`config.mk`:
```
export PLATFORM = sky130hd
export DESIGN_NAME = uafc_flow_ctrl
export DESIGN_NICKNAME = d
export VERILOG_FILES = /design/src/pkg/uafc_pkg.sv /design/src/rtl/uafc_char_match.sv /design/src/rtl/uafc_flow_ctrl.sv
export SDC_FILE = /design/constraint.sdc
export NUM_CORES = 1
export LEC_CHECK = 0
export BUFFER_PORTS_ARGS = -buffer_cell sky130_fd_sc_hd__buf_2
export CORE_ASPECT_RATIO = 1.4
export CORE_MARGIN = 2
export CORE_UTILIZATION = 45
export DETAILED_ROUTE_END_ITERATION = 12
export PLACE_DENSITY = 0.81
export SLEW_MARGIN = 20
export SYNTH_ARGS = -nofsm -noshare
export SYNTH_HDL_FRONTEND = slang
export SYNTH_SLANG_ARGS = --single-unit
```
`constraint.sdc`:
```
create_clock -name clk -period 1.7 [get_ports clk]
set_input_delay 0.17 -clock clk [delete_from_list [all_inputs] [get_ports clk]]
set_output_delay 0.17 -clock clk [all_outputs]
set_load 0.05 [all_outputs]
```
`src/pkg/uafc_pkg.sv`:
```
package uafc_pkg;

  // Enhanced feature register bit positions
  localparam int EFR_SPECIAL_BIT  = 5;
  localparam int EFR_ENHANCED_BIT = 4;
  localparam int EFR_AUTO_RTS_BIT = 6;
  localparam int EFR_AUTO_CTS_BIT = 7;
  // Interrupt enable register bit positions
  localparam int IER_PAUSE_BIT    = 5;
  localparam int IER_RTS_BIT      = 6;
  localparam int IER_CTS_BIT      = 7;
  // Modem control bit that starts the request-to-send function
  localparam int MCR_RTS_BIT      = 1;
  // Software flow control field: [1:0] receive compare, [3:2] transmit
  localparam int SWFC_RX_LSB      = 0;
  localparam int SWFC_TX_LSB      = 2;

  localparam logic [7:0] CHAR_RESET = 8'h00;
  localparam logic [4:0] COUNT_ZERO = 5'h00;

  // Trigger table steps
  localparam logic [4:0] TRIG_0  = 5'h00;
  localparam logic [4:0] TRIG_1  = 5'h01;
  localparam logic [4:0] TRIG_4  = 5'h04;
  localparam logic [4:0] TRIG_8  = 5'h08;
  localparam logic [4:0] TRIG_14 = 5'h0e;
  localparam logic [4:0] FIFO_FULL = 5'h10;

  // Character times to wait before sending pause characters
  localparam int PAUSE_DELAY_CHARS = 2;
  // Clock cycles per bit in a character frame (16x clocks per bit)
  localparam int CLKS_PER_BIT = 16;

  typedef enum logic [1:0] {
    UAFC_MODE_OFF    = 2'h0,
    UAFC_MODE_FIRST  = 2'h1,
    UAFC_MODE_SECOND = 2'h2,
    UAFC_MODE_DOUBLE = 2'h3
  } uafc_mode_type;

  typedef struct packed {
    logic [7:0] resume_char_first;
    logic [7:0] resume_char_second;
    logic [7:0] pause_char_first;
    logic [7:0] pause_char_second;
  } uafc_chars_type;

  typedef struct packed {
    logic       valid;
    logic [7:0] data;
  } uafc_char_type;

endpackage : uafc_pkg

```
`src/rtl/uafc_char_match.sv`:
```
`timescale 1ns/1ps
module uafc_char_match (
  input  wire logic [7:0] char_in,
  input  wire logic [7:0] pattern,
  input  wire logic [1:0] word_len,
  output logic            match
);
  import uafc_pkg::*;

  logic [7:0] len_mask;
  logic [7:0] diff;

  // Only the programmed word length takes part in the compare
  assign len_mask = (word_len == 2'h0) ? 8'h1f :
                    (word_len == 2'h1) ? 8'h3f :
                    (word_len == 2'h2) ? 8'h7f : 8'hff;
  assign diff     = (char_in ^ pattern) & len_mask;
  assign match    = (diff == 8'h00);

endmodule : uafc_char_match

```
`src/rtl/uafc_flow_ctrl.sv`:
```
// Summary of operation
// Automatic request-to-send works only with enhanced feature bit 6 set.
// Host starts auto request-to-send by setting modem control bit 1.
// Request-to-send rising, when enabled, sets status bit 5 and interrupts.
// Receive interrupt at trigger; request-to-send high at next trigger up.
// Request-to-send returns low when FIFO drains to one trigger below.
// Receiver keeps filling FIFO while request-to-send is high.
// Automatic clear-to-send works only with enhanced feature bit 7 set.
// Clear-to-send going high, when enabled, sets status bit 5, interrupts.
// Clear-to-send high stops transmitter after current stop bit.
// Matched pause characters halt transmit after current character.
// Pause match with enable bit 5 sets pause flag and interrupt.
// After pause, resume character match restarts transmit, clears bit 4.
// Reset clears all pause and resume characters to zero.
// Double mode matches two consecutive characters in sequence.
// Consumed flow-control characters never enter the receive FIFO.
// Pause characters sent two character times after trigger crossing.
// Resume characters sent when FIFO drops one trigger step below.
// Special mode stores second-pause match in FIFO and sets bit 4.
// Compares use programmed word length; bit 0 aligns with LSB.
// After reset every automatic feature and interrupt is disabled.
`timescale 1ns/1ps
module uafc_flow_ctrl #(
  parameter int CHAR_CLKS = 10 * uafc_pkg::CLKS_PER_BIT
) (
  input  wire logic                     clk,
  input  wire logic                     reset_n,
  input  wire logic [7:0]               enhanced_feature_reg,
  input  wire logic [7:0]               interrupt_enable_reg,
  input  wire logic [7:0]               modem_control_reg,
  input  wire logic [1:0]               line_control_reg,
  input  wire logic [3:0]               sw_flow_mode,
  input  wire logic [4:0]               rx_trigger,
  input  wire logic [4:0]               rx_fifo_count,
  input  wire logic                     chars_write,
  input  wire uafc_pkg::uafc_chars_type chars_in,
  input  wire uafc_pkg::uafc_char_type  rx_char,
  input  wire logic                     cts_n,
  input  wire logic                     tx_char_done,
  input  wire logic                     tx_fc_ready,
  input  wire logic                     status_read,
  output uafc_pkg::uafc_char_type       rx_fifo_write,
  output uafc_pkg::uafc_char_type       tx_fc_char,
  output logic                          tx_enable,
  output logic                          rts_n,
  output logic                          rx_int,
  output logic                          modem_int,
  output logic                          pause_int,
  output logic [5:4]                    status_bits
);
  import uafc_pkg::*;

  localparam int CNT_W = $clog2(PAUSE_DELAY_CHARS * CHAR_CLKS + 1);
  localparam logic [CNT_W-1:0] PAUSE_WAIT =
    CNT_W'(PAUSE_DELAY_CHARS * CHAR_CLKS - 1);

  typedef enum logic [4:0] {
    UAFC_TX_IDLE      = 5'b00001,
    UAFC_TX_WAIT      = 5'b00010,
    UAFC_TX_PAUSED    = 5'b00100,
    UAFC_TX_SEND_P    = 5'b01000,
    UAFC_TX_SEND_R    = 5'b10000
  } uafc_send_type;

  uafc_chars_type     chars;
  uafc_send_type      send_state;
  uafc_send_type      next_send_state;
  uafc_mode_type      rx_mode;
  uafc_mode_type      tx_mode;
  logic [CNT_W-1:0]   wait_count;
  logic               send_second;
  logic               half_pause;
  logic               half_resume;
  logic               remote_paused;
  logic               rts_raised;
  logic               cts_prev;
  logic               rts_prev;
  logic [4:0]         trig_up;
  logic [4:0]         trig_down;
  logic               m_pf, m_ps, m_rf, m_rs;
  logic               auto_rts;
  logic               auto_cts;
  logic               enhanced;
  logic               special;
  logic               pause_hit;
  logic               resume_hit;
  logic               special_hit;
  logic               consumed;
  logic               first_half_hit;
  logic               rts_rise;
  logic               cts_rise;
  logic               next_rts_n;
  logic               next_tx_enable;
  logic [7:0]         send_data;
  logic               over_trigger;
  logic               under_resume;

  uafc_char_match u_pf (.char_in(rx_char.data),
    .pattern(chars.pause_char_first), .word_len(line_control_reg),
    .match(m_pf));
  uafc_char_match u_ps (.char_in(rx_char.data),
    .pattern(chars.pause_char_second), .word_len(line_control_reg),
    .match(m_ps));
  uafc_char_match u_rf (.char_in(rx_char.data),
    .pattern(chars.resume_char_first), .word_len(line_control_reg),
    .match(m_rf));
  uafc_char_match u_rs (.char_in(rx_char.data),
    .pattern(chars.resume_char_second), .word_len(line_control_reg),
    .match(m_rs));

  assign rx_mode  = uafc_mode_type'(sw_flow_mode[SWFC_RX_LSB +: 2]);
  assign tx_mode  = uafc_mode_type'(sw_flow_mode[SWFC_TX_LSB +: 2]);
  assign auto_rts = enhanced_feature_reg[EFR_AUTO_RTS_BIT];
  assign auto_cts = enhanced_feature_reg[EFR_AUTO_CTS_BIT];
  assign enhanced = enhanced_feature_reg[EFR_ENHANCED_BIT];
  assign special  = enhanced_feature_reg[EFR_SPECIAL_BIT];

  // One step up and one step down the trigger table
  assign trig_up   = (rx_trigger == TRIG_1) ? TRIG_4  :
                     (rx_trigger == TRIG_4) ? TRIG_8  :
                     (rx_trigger == TRIG_8) ? TRIG_14 : FIFO_FULL;
  assign trig_down = (rx_trigger == TRIG_1) ? TRIG_0 :
                     (rx_trigger == TRIG_4) ? TRIG_1 :
                     (rx_trigger == TRIG_8) ? TRIG_4 : TRIG_8;

  // Character matching, single or double depending on mode
  always_comb begin
    pause_hit      = 1'b0;
    resume_hit     = 1'b0;
    first_half_hit = 1'b0;
    unique case (rx_mode)
      UAFC_MODE_OFF: begin
      end
      UAFC_MODE_FIRST: begin
        pause_hit  = m_pf;
        resume_hit = m_rf;
      end
      UAFC_MODE_SECOND: begin
        pause_hit  = m_ps;
        resume_hit = m_rs;
      end
      UAFC_MODE_DOUBLE: begin
        pause_hit      = half_pause & m_ps;
        resume_hit     = half_resume & m_rs;
        first_half_hit = m_pf | m_rf;
      end
    endcase
  end

  // Special detect is independent of pause handling
  assign special_hit = rx_char.valid & special & m_ps;
  // A lone first half of a double pair is swallowed; if the second half
  // does not match, it is lost, as keeping it needs a holding buffer.
  assign consumed = rx_char.valid & ~special_hit &
                    (pause_hit | resume_hit | first_half_hit);

  assign rts_rise = ~rts_prev & rts_n;
  assign cts_rise = ~cts_prev & cts_n;

  // Hysteresis on request-to-send
  always_comb begin
    next_rts_n = 1'b1;
    if (modem_control_reg[MCR_RTS_BIT]) begin
      next_rts_n = 1'b0;
      if (auto_rts) begin
        if (rx_fifo_count >= trig_up) begin
          next_rts_n = 1'b1;
        end else if (rts_raised && rx_fifo_count > trig_down) begin
          next_rts_n = 1'b1;
        end
      end
    end
  end

  assign over_trigger = rx_fifo_count >= rx_trigger;
  assign under_resume = (rx_fifo_count <= trig_down);

  always_comb begin
    next_send_state = send_state;
    unique case (send_state)
      UAFC_TX_IDLE:
        if (tx_mode != UAFC_MODE_OFF && over_trigger) begin
          next_send_state = UAFC_TX_WAIT;
        end
      UAFC_TX_WAIT:
        if (!over_trigger) begin
          next_send_state = UAFC_TX_IDLE;
        end else if (wait_count == PAUSE_WAIT) begin
          next_send_state = UAFC_TX_SEND_P;
        end
      UAFC_TX_SEND_P:
        if (tx_fc_ready && (send_second ||
            tx_mode != UAFC_MODE_DOUBLE)) begin
          next_send_state = UAFC_TX_PAUSED;
        end
      UAFC_TX_PAUSED:
        if (under_resume) begin
          next_send_state = UAFC_TX_SEND_R;
        end
      UAFC_TX_SEND_R:
        if (tx_fc_ready && (send_second ||
            tx_mode != UAFC_MODE_DOUBLE)) begin
          next_send_state = UAFC_TX_IDLE;
        end
    endcase
  end

  assign send_data = (next_send_state == UAFC_TX_SEND_P) ?
    ((send_second || tx_mode == UAFC_MODE_SECOND) ?
      chars.pause_char_second : chars.pause_char_first) :
    ((send_second || tx_mode == UAFC_MODE_SECOND) ?
      chars.resume_char_second : chars.resume_char_first);

  // Transmit gate closes only at a character boundary; it reopens in any cycle
  assign next_tx_enable = ~((auto_cts & cts_n) | remote_paused);

  always_ff @(posedge clk or negedge reset_n) begin
    if (!reset_n) begin
      chars <= {CHAR_RESET, CHAR_RESET, CHAR_RESET, CHAR_RESET};
    end else if (chars_write) begin
      chars <= chars_in;
    end
  end

  always_ff @(posedge clk or negedge reset_n) begin
    if (!reset_n) begin
      half_pause  <= 1'b0;
      half_resume <= 1'b0;
    end else if (rx_char.valid) begin
      half_pause  <= m_pf;
      half_resume <= m_rf;
    end
  end

  always_ff @(posedge clk or negedge reset_n) begin
    if (!reset_n) begin
      remote_paused <= 1'b0;
    end else if (rx_char.valid && pause_hit) begin
      remote_paused <= 1'b1;
    end else if (rx_char.valid && resume_hit) begin
      remote_paused <= 1'b0;
    end else if (rx_mode == UAFC_MODE_OFF) begin
      remote_paused <= 1'b0;
    end
  end

  always_ff @(posedge clk or negedge reset_n) begin
    if (!reset_n) begin
      tx_enable   <= 1'b1;
    end else if (tx_char_done || !tx_enable) begin
      tx_enable   <= next_tx_enable;
    end
  end

  always_ff @(posedge clk or negedge reset_n) begin
    if (!reset_n) begin
      rts_n      <= 1'b1;
      rts_raised <= 1'b0;
      rts_prev   <= 1'b1;
      cts_prev   <= 1'b1;
    end else begin
      rts_n      <= next_rts_n;
      rts_raised <= next_rts_n & auto_rts & modem_control_reg[MCR_RTS_BIT];
      rts_prev   <= rts_n;
      cts_prev   <= cts_n;
    end
  end

  always_ff @(posedge clk or negedge reset_n) begin
    if (!reset_n) begin
      send_state  <= UAFC_TX_IDLE;
      wait_count  <= '0;
      send_second <= 1'b0;
    end else begin
      send_state <= next_send_state;
      if (send_state == UAFC_TX_WAIT) begin
        wait_count <= wait_count + CNT_W'(1);
      end else begin
        wait_count <= '0;
      end
      if (next_send_state != send_state) begin
        send_second <= 1'b0;
      end else if (tx_fc_ready && tx_fc_char.valid) begin
        send_second <= 1'b1;
      end
    end
  end

  always_ff @(posedge clk or negedge reset_n) begin
    if (!reset_n) begin
      tx_fc_char <= '0;
    end else begin
      tx_fc_char.valid <= (next_send_state == UAFC_TX_SEND_P ||
                           next_send_state == UAFC_TX_SEND_R) &&
                          !(tx_fc_ready && tx_fc_char.valid);
      tx_fc_char.data  <= send_data;
    end
  end

  always_ff @(posedge clk or negedge reset_n) begin
    if (!reset_n) begin
      rx_fifo_write <= '0;
    end else begin
      // Full FIFO drops the character; flow control never blocks it
      rx_fifo_write.valid <= rx_char.valid & ~consumed &
                             (rx_fifo_count < FIFO_FULL);
      rx_fifo_write.data  <= rx_char.data;
    end
  end

  // Status bits: hardware set wins over a read clear
  always_ff @(posedge clk or negedge reset_n) begin
    if (!reset_n) begin
      status_bits <= 2'b00;
      modem_int   <= 1'b0;
      pause_int   <= 1'b0;
      rx_int      <= 1'b0;
    end else begin
      rx_int <= auto_rts & over_trigger;
      if ((enhanced && interrupt_enable_reg[IER_RTS_BIT] &&
           auto_rts && rts_rise) ||
          (enhanced && interrupt_enable_reg[IER_CTS_BIT] &&
           auto_cts && cts_rise)) begin
        status_bits[5] <= 1'b1;
        modem_int      <= 1'b1;
      end else if (status_read) begin
        status_bits[5] <= 1'b0;
        modem_int      <= 1'b0;
      end
      if (special_hit ||
          (rx_char.valid && pause_hit &&
           interrupt_enable_reg[IER_PAUSE_BIT])) begin
        status_bits[4] <= 1'b1;
        pause_int      <= 1'b1;
      end else if ((rx_char.valid && resume_hit) || status_read) begin
        status_bits[4] <= 1'b0;
        pause_int      <= 1'b0;
      end
    end
  end

endmodule : uafc_flow_ctrl

```
Word-level counts from Yosys, hierarchy flattened --
Cells that the tools add are included.
Operators by class: reduce and logical (&&, ||, !) cells 34, add/sub/neg operators 1, muxes and demuxes 36, $lt $le $gt $ge 5, bitwise logic cells 31, eq/ne operators 19
Operators by type and width (number):
- $mux W8 | 6
- $mux W5 | 9
- $and A8 B8 Y8 | 4
- $logic_not A8 Y1 | 4
- $xor A8 B8 Y8 | 4
- $pmux W5 S5 | 1
- $eq A5 B4 Y1 const B | 3
- $and A1 B1 Y1 | 14
- $logic_and A1 B1 Y1 | 14
- $mux W1 | 14
- $mux W4 | 3
- $eq A5 B1 Y1 const B | 2
- $eq A5 B3 Y1 const B | 2
- $eq A5 B5 Y1 const B | 2
- $ge A5 B5 Y1 | 2
- $add A9 B1 Y9 const B | 1
- $eq A9 B9 Y1 const B | 1
- $mux W9 | 1
- $eq A2 B2 Y1 const B | 4
- $reduce_bool A2 Y1 | 4
- $logic_or A1 B1 Y1 | 7
- $pmux W1 S3 | 2
- $eq A5 B2 Y1 const B | 1
- $gt A5 B4 Y1 | 1
- other kinds (10) | 20
Storage, ports and cells: register bits 76, input bits 88

Logic depth before layout (Yosys ltp) --
Gate-level depths: netlist (run 1).
depth in word-level cells 14, gate-level depth with buffers 10

Cells and area by module --
From an unflattened synthesis (run 1), not the netlist that was laid out.
Second synthesis, totals: cell total of the unflattened synthesis 350, area, all modules 4018.9 µm²
By module, submodules not included:
- uafc_flow_ctrl | cells an instance 302, times used 1, area an instance 3623.5 µm²
- uafc_char_match | cells an instance 12, times used 4, area an instance 98.8 µm²

Worst setup path after synthesis (run 1) --
OpenSTA, ideal clock, no wires.
path type input-to-reg, from in rx_trigger[1], to reg rts_raised, slack -0.470 ns, setup time 0.128 ns, stages on the path 9, arrival 2.042 ns, path buffers 0, cells stage by stage or3_1 nor3_1 inv_1 ha_1 a211o_1 a21oi_1 nor2b_1 o31ai_1 nor2_1
On the way: longest elaborated chain between the ends 12, elaborated cells on any way between the ends 18
RTL lines:
- from (decl) | RTL line uafc_flow_ctrl.sv:33 | input wire logic [4:0] rx_trigger,
- $eq A5 B4 Y1 | RTL line uafc_flow_ctrl.sv:121, uafc_flow_ctrl.sv:124
- $mux W4 | RTL line uafc_flow_ctrl.sv:124 | (rx_trigger == TRIG_8) ? TRIG_4 : TRIG_8;
- $mux W4 | RTL line uafc_flow_ctrl.sv:123 | (rx_trigger == TRIG_4) ? TRIG_1 :
- $mux W4 | RTL line uafc_flow_ctrl.sv:122 | assign trig_down = (rx_trigger == TRIG_1) ? TRIG_0 :
- $gt A5 B4 Y1 | RTL line uafc_flow_ctrl.sv:168 | end else if (rts_raised && rx_fifo_count > trig_down) begin
- $logic_and A1 B1 Y1 | RTL line uafc_flow_ctrl.sv:168
- $mux W1 | RTL line uafc_flow_ctrl.sv:168
- $mux W1 (*) | RTL line uafc_flow_ctrl.sv:166 | if (rx_fifo_count >= trig_up) begin
- $mux W1 (*) | RTL line uafc_flow_ctrl.sv:165 | if (auto_rts) begin
- $mux W1 (*) | RTL line uafc_flow_ctrl.sv:163 | if (modem_control_reg[MCR_RTS_BIT]) begin
- $and A1 B1 Y1 (*) (2 in a row) | RTL line uafc_flow_ctrl.sv:263 | rts_raised <= next_rts_n & auto_rts & modem_control_reg[MCR_RTS_BIT];
- to (signal assigned) | RTL line uafc_flow_ctrl.sv:263
- to (decl) | RTL line uafc_flow_ctrl.sv:75 | logic rts_raised;
Mark *: on every way between the ends. The rest lies on a longest branch, timed or not. A chain may end at the register's enable or synchronous reset.

Final worst setup path (run 1) --
from in rx_trigger[1], to reg send_second
On the way: longest elaborated chain between the ends 9, elaborated cells on any way between the ends 16
RTL lines:
- $eq A5 B4 Y1 | RTL line uafc_flow_ctrl.sv:124
- $mux W4 | RTL line uafc_flow_ctrl.sv:124
- $mux W4 | RTL line uafc_flow_ctrl.sv:123
- $mux W4 | RTL line uafc_flow_ctrl.sv:122
- $le A5 B4 Y1 | RTL line uafc_flow_ctrl.sv:176 | assign under_resume = (rx_fifo_count <= trig_down);
- $mux W5 | RTL line uafc_flow_ctrl.sv:197 | if (under_resume) begin
- $pmux W5 S5 (*) | RTL line uafc_flow_ctrl.sv:180 | unique case (send_state)
- $ne A5 B5 Y1 (*) | RTL line uafc_flow_ctrl.sv:281 | if (next_send_state != send_state) begin
- $mux W1 / $reduce_bool A2 Y1 (equally long branches)
- to (signal assigned) | RTL line uafc_flow_ctrl.sv:273 | send_second <= 1'b0;
- to (signal assigned) | RTL line uafc_flow_ctrl.sv:282 | send_second <= 1'b0;
- to (signal assigned) | RTL line uafc_flow_ctrl.sv:284 | send_second <= 1'b1;
- to (decl) | RTL line uafc_flow_ctrl.sv:71 | logic send_second;
Marked as above.

==> flow_summary.yaml, run 1 <==
synth:
  yosys-top-cells-area: "dfrtp_1, mux2_2, xnor2_1, mux2i_1, ha_1"
  synth_edf_count: 0
  synth_ff_type: "dfrtp_1"
  synth_cells: 353
  synth.avg_cell_area_um2: 11.3
  synth_top_area_share_pct: 44.5
  synth-seq-cells: 76
  syn_nets: 454
  synth_top_area_cell: "dfrtp_1"
  yosysSeqAreaShare_pct: 47.7
  synth.most_common_cell: "dfrtp_1"
  netlist_area_mm2: 0.00400
  synth.distinct_cells: 51
  synthArstFlopShare_pct: 100
  synth-warning-count: 0
  synth_common_cells: "dfrtp_1, mux2_2, xnor2_1"
floorplanning:
  io_pins: 113
  dieArea_mm2: 0.00966
  core-area_mm2: 0.00861
  dieWidth_um: 83.6
  start_util_pct: 46.4
  num_rows: 40
  die_h_um: 116
clock_network:
  clockBufferDepth: 2
  clk_latency_ns: 0.33
  cts_tree: "done"
  numCtsBuffers: 9
  h-tree-depth: 3
  cts-root-buf: "clkbuf_16"
  cts.clk_slew.worst_paths_ns: 0.06
  cts_sinks: 76
timing:
  fmax_mhz: 527
  slew_headroom_pct: 63.9
  min_period_over_period_pct: 112
  worstMarginPinSlew_ns: 0.541
  setup_tns_ns: -0.875
  fin_skew_ns: 0.00636
  setup_viol: 14
  final_max_slew_viol_count: 0
  period_needed_ns: 1.90
  hold_viol: 0
  setup_ws_ns: -0.197
  rsz0062_at_grt: "yes"
status:
  failed_checks: "setup timing"
  status: "finished with violations"
worst_setup_path:
  end_kind: "register"
  r2r_slack_ns: -0.06
  crit_arrival_ns: 2.13
  cp_max_fo: 4
  startpoint_type: "primary input"
  worstSetupPathType: "primary input to register"
  cp.required_ns: 1.93
final_layout:
  antenna_cells: 0
  post_route_cells_drive_above_1_share_pct: 43.9
  n_fill_cell: 693
  synthToLayoutAreaGrowth_pct: 34.1
  nNetsFinal: 581
route:
  drcViolationCount: 0
  vias: 3157
  via_per_inst: 5.35
  ant_nets: 0
  wire_per_inst_um: 16.1
  finalWirelength_um: 9520
  first_pass_iters: 4
  first_iter_violations: 95
grt:
  antenna_found_initial: 0
  grt.total_usage_pct: 20.4
  grt_max_degree: 43
  grt_overflow_total: 0
  grt_pass1_wl_um: 15500
  grt_pass1_vias: 3356
power:
  p_int_w: 0.00383
  power_frac_clock_pct: 36.0
  total_power_w: 0.00542
  p_leak_nw: 2.53
  p_comb_share_pct: 25.1
  p_sw_share_pct: 29.3
  p_per_area_mw_per_mm2: 1010
  seqPwrFrac_pct: 38.9
  max-vdd-ir-drop_mv: 0.852
  switching_power_w: 0.00159
job:
  drv_cap: 0
placement:
  gp_congestion: 0.916
  hpwl_um: 7250
  io_buffers: 96
min_path:
  hp-class: "primary input to register"
layer usage:
metal  vias up  track usage, %  wire length, um
li1       1511               -                -
met1      1529            20.9             3590
met2        97            38.5             5130
met3        20            5.56              521
met4         0            9.25              282
met5         -               0                0
flip-flops by register name (all words and copies together) (netlist names), 5 cells and up:
name	count
chars	32
rx_fifo_write	9
send_state	5
tx_fc_char	9
wait_count	9
kinds of logic (layout without fill, tap and decap cells):
family | count (synthesis) | in the layout | share of synthesized area, %
DFF | 76 | 76 | 47.7
and+or+nand+nor | 75 | 75 | 9.77
buffers and inverters | 33 | 165 | 3.76
muxes | 58 | 58 | 15.6
xor gates and xnor gates | 42 | 42 | 9.20
AOI/OAI and AO/OA | 56 | 56 | 9.86
adders and majority gates | 13 | 13 | 4.07
area by class of cell:
type                    count  area, um2  area share, %
inverters                  15       56.3           1.05
flip-flops and latches     76       1910           35.6
clock inverters             4       56.3           1.05
clock buffers              12        256           4.79
well taps                 105        131           2.45
repair buffers            134        838           15.6
multi-input cells         244       2110           39.4
timing repair:
action | 4_1_cts | 5_1_grt
pin swaps | 3 | 4
setup buffers | 2 | 0
gates cloned | 0 | 0
hold endpoints to repair | 39 | 0
hold buffers | 4 | 0
gates resized for setup | 12 | 10
setup endpoints to repair | 18 | 19
worst paths after layout:
check	from	to	cells past startpoint
setup reg to reg	send_state[1]	tx_fc_char[2]	5
max in group asynchronous	reset_n	tx_fc_char[7]	3
hold / removal	rx_char[3]	rx_fifo_write[3]	1
hold reg to reg	rts_n	rts_prev	0
min in group asynchronous	reset_n	chars[0]	2
setup / recovery	rx_trigger[1]	send_second	11
cells in the final DEF, fill, tap and decap left out, drive strengths merged, types with 2 or more instances in the layout:
cell type / count
mux2: 34
xnor2: 31
inv: 16
dfrtp: 71
nand2: 10
nand2b: 5
o2bb2ai: 3
and2: 3
a31oi: 3
nor2: 20
or3: 3
o211ai: 7
ha: 13
a21o: 4
nor3b: 2
a21oi: 5
nor4: 3
nand3: 10
nand4: 3
nor3: 6
dfstp: 5
mux2i: 24
xor2: 11
and3: 5
buf: 130
o21a: 4
clkbuf: 12
o21ai: 17
dlygate4sd3: 4
clkinv: 2
o31ai: 3
metrics by stage:
step | hold slack (ns) | setup slack (ns) | cells | instance area [um2] | utilization, %
finish | 0.0428 | -0.197 | 590 | 5360 | 62.3
global route | 0.0311 | -0.285 | 590 | 5360 | 62.3
CTS | 0.0299 | -0.144 | 590 | 5310 | 61.7
detailed placement | 0.194 | -0.538 | 568 | 4880 | 56.7
global placement | 0.191 | -0.474 | 568 | 4880 | 56.7
floorplan | -0.126 | -0.260 | 353 | 4070 | -
critical path: stages:
cell	delay (ns)
buf_6	0.09
or3_4	0.41
nor3_4	0.16
nand2b_4	0.18
ha_4	0.21
a41oi_2	0.14
a21oi_2	0.11
buf_4	0.15
o32ai_2	0.20
a31oi_1	0.11
nor3_1	0.20
power groups by stage:
| stage | combinational [W] | clock (W) | sequential [W] |
|---|---|---|---|
| finish | 0.00136 | 0.00195 | 0.00211 |
| global route | 0.00148 | 0.00208 | 0.00214 |
| CTS | 0.00135 | 0.00199 | 0.00211 |
| detailed placement | 0.00128 | 0 | 0.00214 |
| global placement | 0.00126 | 0 | 0.00213 |
| floorplan | 0.000632 | 0 | 0.00229 |
Note: power is estimated with default switching activity, not from simulation.
==> run 2: changes to the inputs <==
- CTS_BUF_LIST: unset -> sky130_fd_sc_hd__clkbuf_4
==> run 2 against run 1 <==
The run still ends with setup timing left. Final area grew 6.2%. Clock power down 43%. Largest power group unchanged. Global-route usage grew 2.8 points. Highest routed layer unchanged.
==> flow_summary.yaml, run 2 (synthesized netlist as in run 1, its figures left out) <==
status:
  status: "finished with violations"
  failed_checks: "setup timing"
final_layout:
  n_fill_cell: 639
  largest_reg_flops: 32
  fin_cells: 639
  synthToLayoutAreaGrowth_pct: 42.4
  top_register: "chars"
  post_route_cells_drive_above_1_share_pct: 41.0
  antenna_cells: 0
  layout_commonest_cell: "buf_2"
  multi_input_area_mm2: 0.00213
  regArea_mm2: 0.00191
  mostFrequentLayoutCells: "buf_2, dfrtp_1, dlygate4sd3_1, mux2_2, buf_4"
  nNetsFinal: 630
grt:
  antenna_found_initial: 0
  grt.total_usage_pct: 23.2
  grt_max_degree: 43
  grt_pass1_vias: 3745
  grt_pass1_wl_um: 17400
  grt_overflow_total: 0
placement:
  dp.cells: 568
  io_buffers: 96
  gp_congestion: 0.916
  hpwl_um: 7250
floorplanning:
  io_pins: 113
  num_rows: 40
  dieWidth_um: 83.6
  core-area_mm2: 0.00861
  dieArea_mm2: 0.00966
  die_h_um: 116
  start_util_pct: 46.4
power:
  max-vdd-ir-drop_mv: 0.715
  p_per_area_mw_per_mm2: 831
  p_int_w: 0.00315
  p_sw_share_pct: 33.3
  total_power_w: 0.00473
  seqPwrFrac_pct: 44.8
  p_leak_nw: 2.66
  p_comb_share_pct: 31.6
  switching_power_w: 0.00158
  power_frac_clock_pct: 23.7
route:
  drcViolationCount: 0
  ant_nets: 0
  wire_per_inst_um: 17.7
  first_iter_violations: 104
  first_pass_iters: 4
  vias: 3443
  finalWirelength_um: 11300
  via_per_inst: 5.39
worst_setup_path:
  crit_path_max_incr_delay_ns: 0.41
  end_kind: "register"
  cp_common_cell: "or3_4"
  cp_slowest_cell: "dfrtp_1"
  worstSetupPathType: "register to register"
  crit_arrival_ns: 2.13
  cp.required_ns: 2.05
  cp_max_fo: 7
  cp_cell_sequence: "or3_4 -> or3_4 -> o21ai_4 -> buf_12 -> mux2i_4"
  regToRegStartpoint: "send_state[1]"
  ff2ff_path_depth: 5
  r2r-end: "tx_fc_char[2]"
  critical_path.startpoint: "send_state[1]"
  r2r_slack_ns: -0.08
  startpoint_type: "register"
clock_network:
  cts_tree: "done"
  cts.clk_slew.worst_paths_ns: 0.12
  numCtsBuffers: 9
  clockBufferDepth: 2
  clk_latency_ns: 0.44
  cts-root-buf: "clkbuf_4"
  cts_sinks: 76
  h-tree-depth: 3
min_path:
  worstHoldStart: "rx_fifo_count[4]"
  min_to: "rx_fifo_write[8]"
  hold_depth: 3
  hp-class: "primary input to register"
timing:
  worstMarginPinSlew_ns: 0.537
  slew_headroom_pct: 64.2
  fin_skew_ns: 0.0135
  setup_viol: 14
  fmax_mhz: 562
  final_max_slew_viol_count: 0
  setup_ws_ns: -0.0788
  period_needed_ns: 1.78
  min_period_over_period_pct: 105
  whs_ns: 0.0390
  hold_viol: 0
  rsz0062_at_grt: "yes"
job:
  drv_cap: 0
run 2: cell type report:
cell class | instances | share of cell area, %
multi-input cells | 244 | 37.4
flip-flops and latches | 76 | 33.5
repair buffers | 183 | 23.3
well taps | 105 | 2.31
clock buffers | 10 | 1.32
clock inverters | 6 | 1.12
inverters | 15 | 0.989
run 2: timing repair:
item | CTS | global route
setup endpoints to repair | 17 | 19
buffers inserted | 3 | 2
gates resized for setup | 9 | 17
hold buffers | 50 | 0
pin swaps | 2 | 7
hold endpoints to repair | 83 | 0
run 2: power groups by stage:
stage | clock, W | sequential (W) | combinational, W
finish | 0.00112 | 0.00212 | 0.00149
global route | 0.00123 | 0.00214 | 0.00161
CTS | 0.00114 | 0.00211 | 0.00143
detailed placement | 0 | 0.00214 | 0.00128
global placement | 0 | 0.00213 | 0.00126
floorplan | 0 | 0.00229 | 0.000632
run 2: worst max-delay path: cells and delay by family, from the launching register on:
family	cells	cell delay, ns
AO/OA/AOI/OAI	1	0.17
flip-flops	1	0.41
AND/OR/NAND/NOR	2	0.71
multiplexers	1	0.24
buffers and inverters	1	0.16
run 2: worst max-delay path by stage:
stage / end / slack [ns] / cells after the start
after floorplan: rts_raised / -0.26 / 9
after global placement: rts_raised / -0.47 / 11
after detailed placement: rts_raised / -0.54 / 11
after CTS: tx_fc_char[2] / -0.08 / 5
after global routing: rx_fifo_write[8] / -0.20 / 6
final: tx_fc_char[2] / -0.08 / 5
run 2: metrics by stage:
step	worst slack [ns]	utilization [%]	setup TNS [ns]	instance area, um2
after floorplan	-0.260	-	-1.48	4070
after global placement	-0.474	56.7	-5.83	4880
after detailed placement	-0.538	56.7	-6.10	4880
after CTS	-0.0780	65.0	-0.421	5600
after global routing	-0.204	66.1	-1.80	5690
final	-0.0788	66.1	-0.423	5690
run 2: routing by layer:
layer / vias up / global-route usage (%) / wire length, um
li1: 1610 / - / -
met1: 1668 / 23.3 / 4040
met2: 125 / 43.2 / 6200
met3: 40 / 6.62 / 519
met4: 0 / 12.7 / 537
met5: - / 0 / 0
==> run 3: changes to the inputs <==
- CORE_UTILIZATION: 45 -> 31
- PLACE_DENSITY: 0.81 -> 0.62
==> run 3 against run 2 <==
The run still ends with setup timing left. Setup slack worse by 0.022 ns. Clock skew up 0.0082 ns. Combinational power up 3%. Sequential power about the same. Critical path type unchanged. Critical endpoint is now tx_fc_char[0]. Largest cell class unchanged.
==> flow_summary.yaml, run 3 (synthesized netlist as in run 1, its figures left out) <==
timing:
  hold_viol: 0
  min_period_over_period_pct: 106
  fmax_mhz: 555
  final_max_slew_viol_count: 0
  fin_skew_ns: 0.0218
  slew_headroom_pct: 72.2
  worstMarginPinSlew_ns: 0.413
  setup_viol: 16
  setup_ws_ns: -0.101
  setup_tns_ns: -1.02
  rsz0062_at_grt: "yes"
  period_needed_ns: 1.80
route:
  vias: 3367
  drcViolationCount: 0
  first_pass_iters: 6
  first_iter_violations: 123
  via_per_inst: 4.80
  wire_per_inst_um: 15.3
  finalWirelength_um: 10700
  ant_nets: 0
final_layout:
  antenna_cells: 0
  fin_area_mm2: 0.00588
  nNetsFinal: 644
  postLayoutCoreUtil_pct: 46.3
  mostFrequentLayoutCells: "buf_2, dfrtp_1, dlygate4sd3_1, buf_4, mux2_2"
  fin_cells: 701
  post_route_cells_drive_above_1_share_pct: 42.7
  top_register: "chars"
  synthToLayoutAreaGrowth_pct: 47.1
  largest_reg_flops: 32
  layout_commonest_cell: "buf_2"
floorplanning:
  dieArea_mm2: 0.0138
  core-area_mm2: 0.0127
  io_pins: 113
  start_util_pct: 31.5
  num_rows: 49
  dieWidth_um: 100
  die_h_um: 138
min_path:
  hp-class: "primary input to register"
  worstHoldStart: "tx_fc_ready"
  min_to: "tx_fc_char[8]"
  hold_depth: 2
worst_setup_path:
  ff2ff_path_depth: 5
  worstSetupPathType: "register to register"
  worst-path-buf-inv: 1
  r2r-end: "tx_fc_char[0]"
  crit_arrival_ns: 2.15
  cp_cell_sequence: "or3_4 -> or3_4 -> o21ai_4 -> buf_12 -> mux2i_1"
  r2r_slack_ns: -0.10
  cp_max_fo: 9
  regToRegStartpoint: "send_state[1]"
  end_kind: "register"
  cp_common_cell: "or3_4"
  critPathTopFamily: "simple AND/OR/NAND/NOR gates"
  cp_slowest_cell: "dfrtp_1"
  startpoint_type: "register"
  crit_path_max_incr_delay_ns: 0.40
  cp.required_ns: 2.04
clock_network:
  clockBufferDepth: 2
  clk_latency_ns: 0.43
  cts_sinks: 76
  cts.clk_slew.worst_paths_ns: 0.13
  h-tree-depth: 3
  cts_tree: "done"
  numCtsBuffers: 9
  cts-root-buf: "clkbuf_4"
placement:
  hpwl_um: 8090
  gp_congestion: 0.865
  dp.cells: 633
  pre_cts_ws_ns: -0.608
  place_area_mm2: 0.00507
  io_buffers: 96
grt:
  grt_pass1_wl_um: 17700
  grt.total_usage_pct: 16.3
  grt_max_degree: 33
  antenna_found_initial: 0
  grt_pass1_vias: 3602
  grt_overflow_total: 0
status:
  failed_checks: "setup timing"
  status: "finished with violations"
job:
  drv_cap: 0
power:
  max-vdd-ir-drop_mv: 0.412
  p_leak_nw: 2.73
  p_per_area_mw_per_mm2: 833
==> run 3: worst max-delay path by stage <==
stage                        from             to  slack [ns]  cells past startpoint
finish              send_state[1]  tx_fc_char[0]       -0.10                      5
global route        send_state[1]  tx_fc_char[7]       -0.17                      5
CTS                 send_state[0]  tx_fc_char[7]       -0.11                      5
detailed placement  rx_trigger[1]     rts_raised       -0.61                     11
global placement    rx_trigger[1]     rts_raised       -0.55                     11
floorplan           rx_trigger[1]     rts_raised       -0.26                      9
==> run 3: repair_timing <==
action,CTS,global route
buffers inserted,1,2
endpoints found under the setup margin,17,20
hold buffers,49,0
pin swaps,11,5
endpoints found under the hold margin,96,0
gates resized for setup,12,15
==> run 3: per-stage QoR <==
stage,total power (W),hold slack (ns)
finish,0.00489,0.0425
global route,0.00518,0.00834
CTS,0.00488,0.00359
detailed placement,0.00348,0.130
global placement,0.00345,0.128
floorplan,0.00292,-0.126
==> run 3: metal layers <==
metal	track usage, %	share of wire [%]	vias to the layer above
met4	5.41	1.5	0
li1	-	-	1630
met3	2.88	3.2	15
met1	19.2	41	1648
met5	0	0	-
met2	29.6	55	74
==> run 3: layout make-up <==
type                            instances  area, um2
Fill cell                            1160       6810
Multi-Input combinational cell        244       2130
Sequential cell                        76       1910
Timing Repair Buffer                  197       1430
Tap cell                              153        191
Clock buffer                           11       82.6
Clock inverter                          5       77.6
Inverter                               15       56.3
==> run 3: report_power, final <==
part           switching, W  internal (W)  leakage [nW]
Combinational      0.000795      0.000733          1.72
Clock              0.000637      0.000626        0.0868
Sequential         0.000114       0.00199         0.927
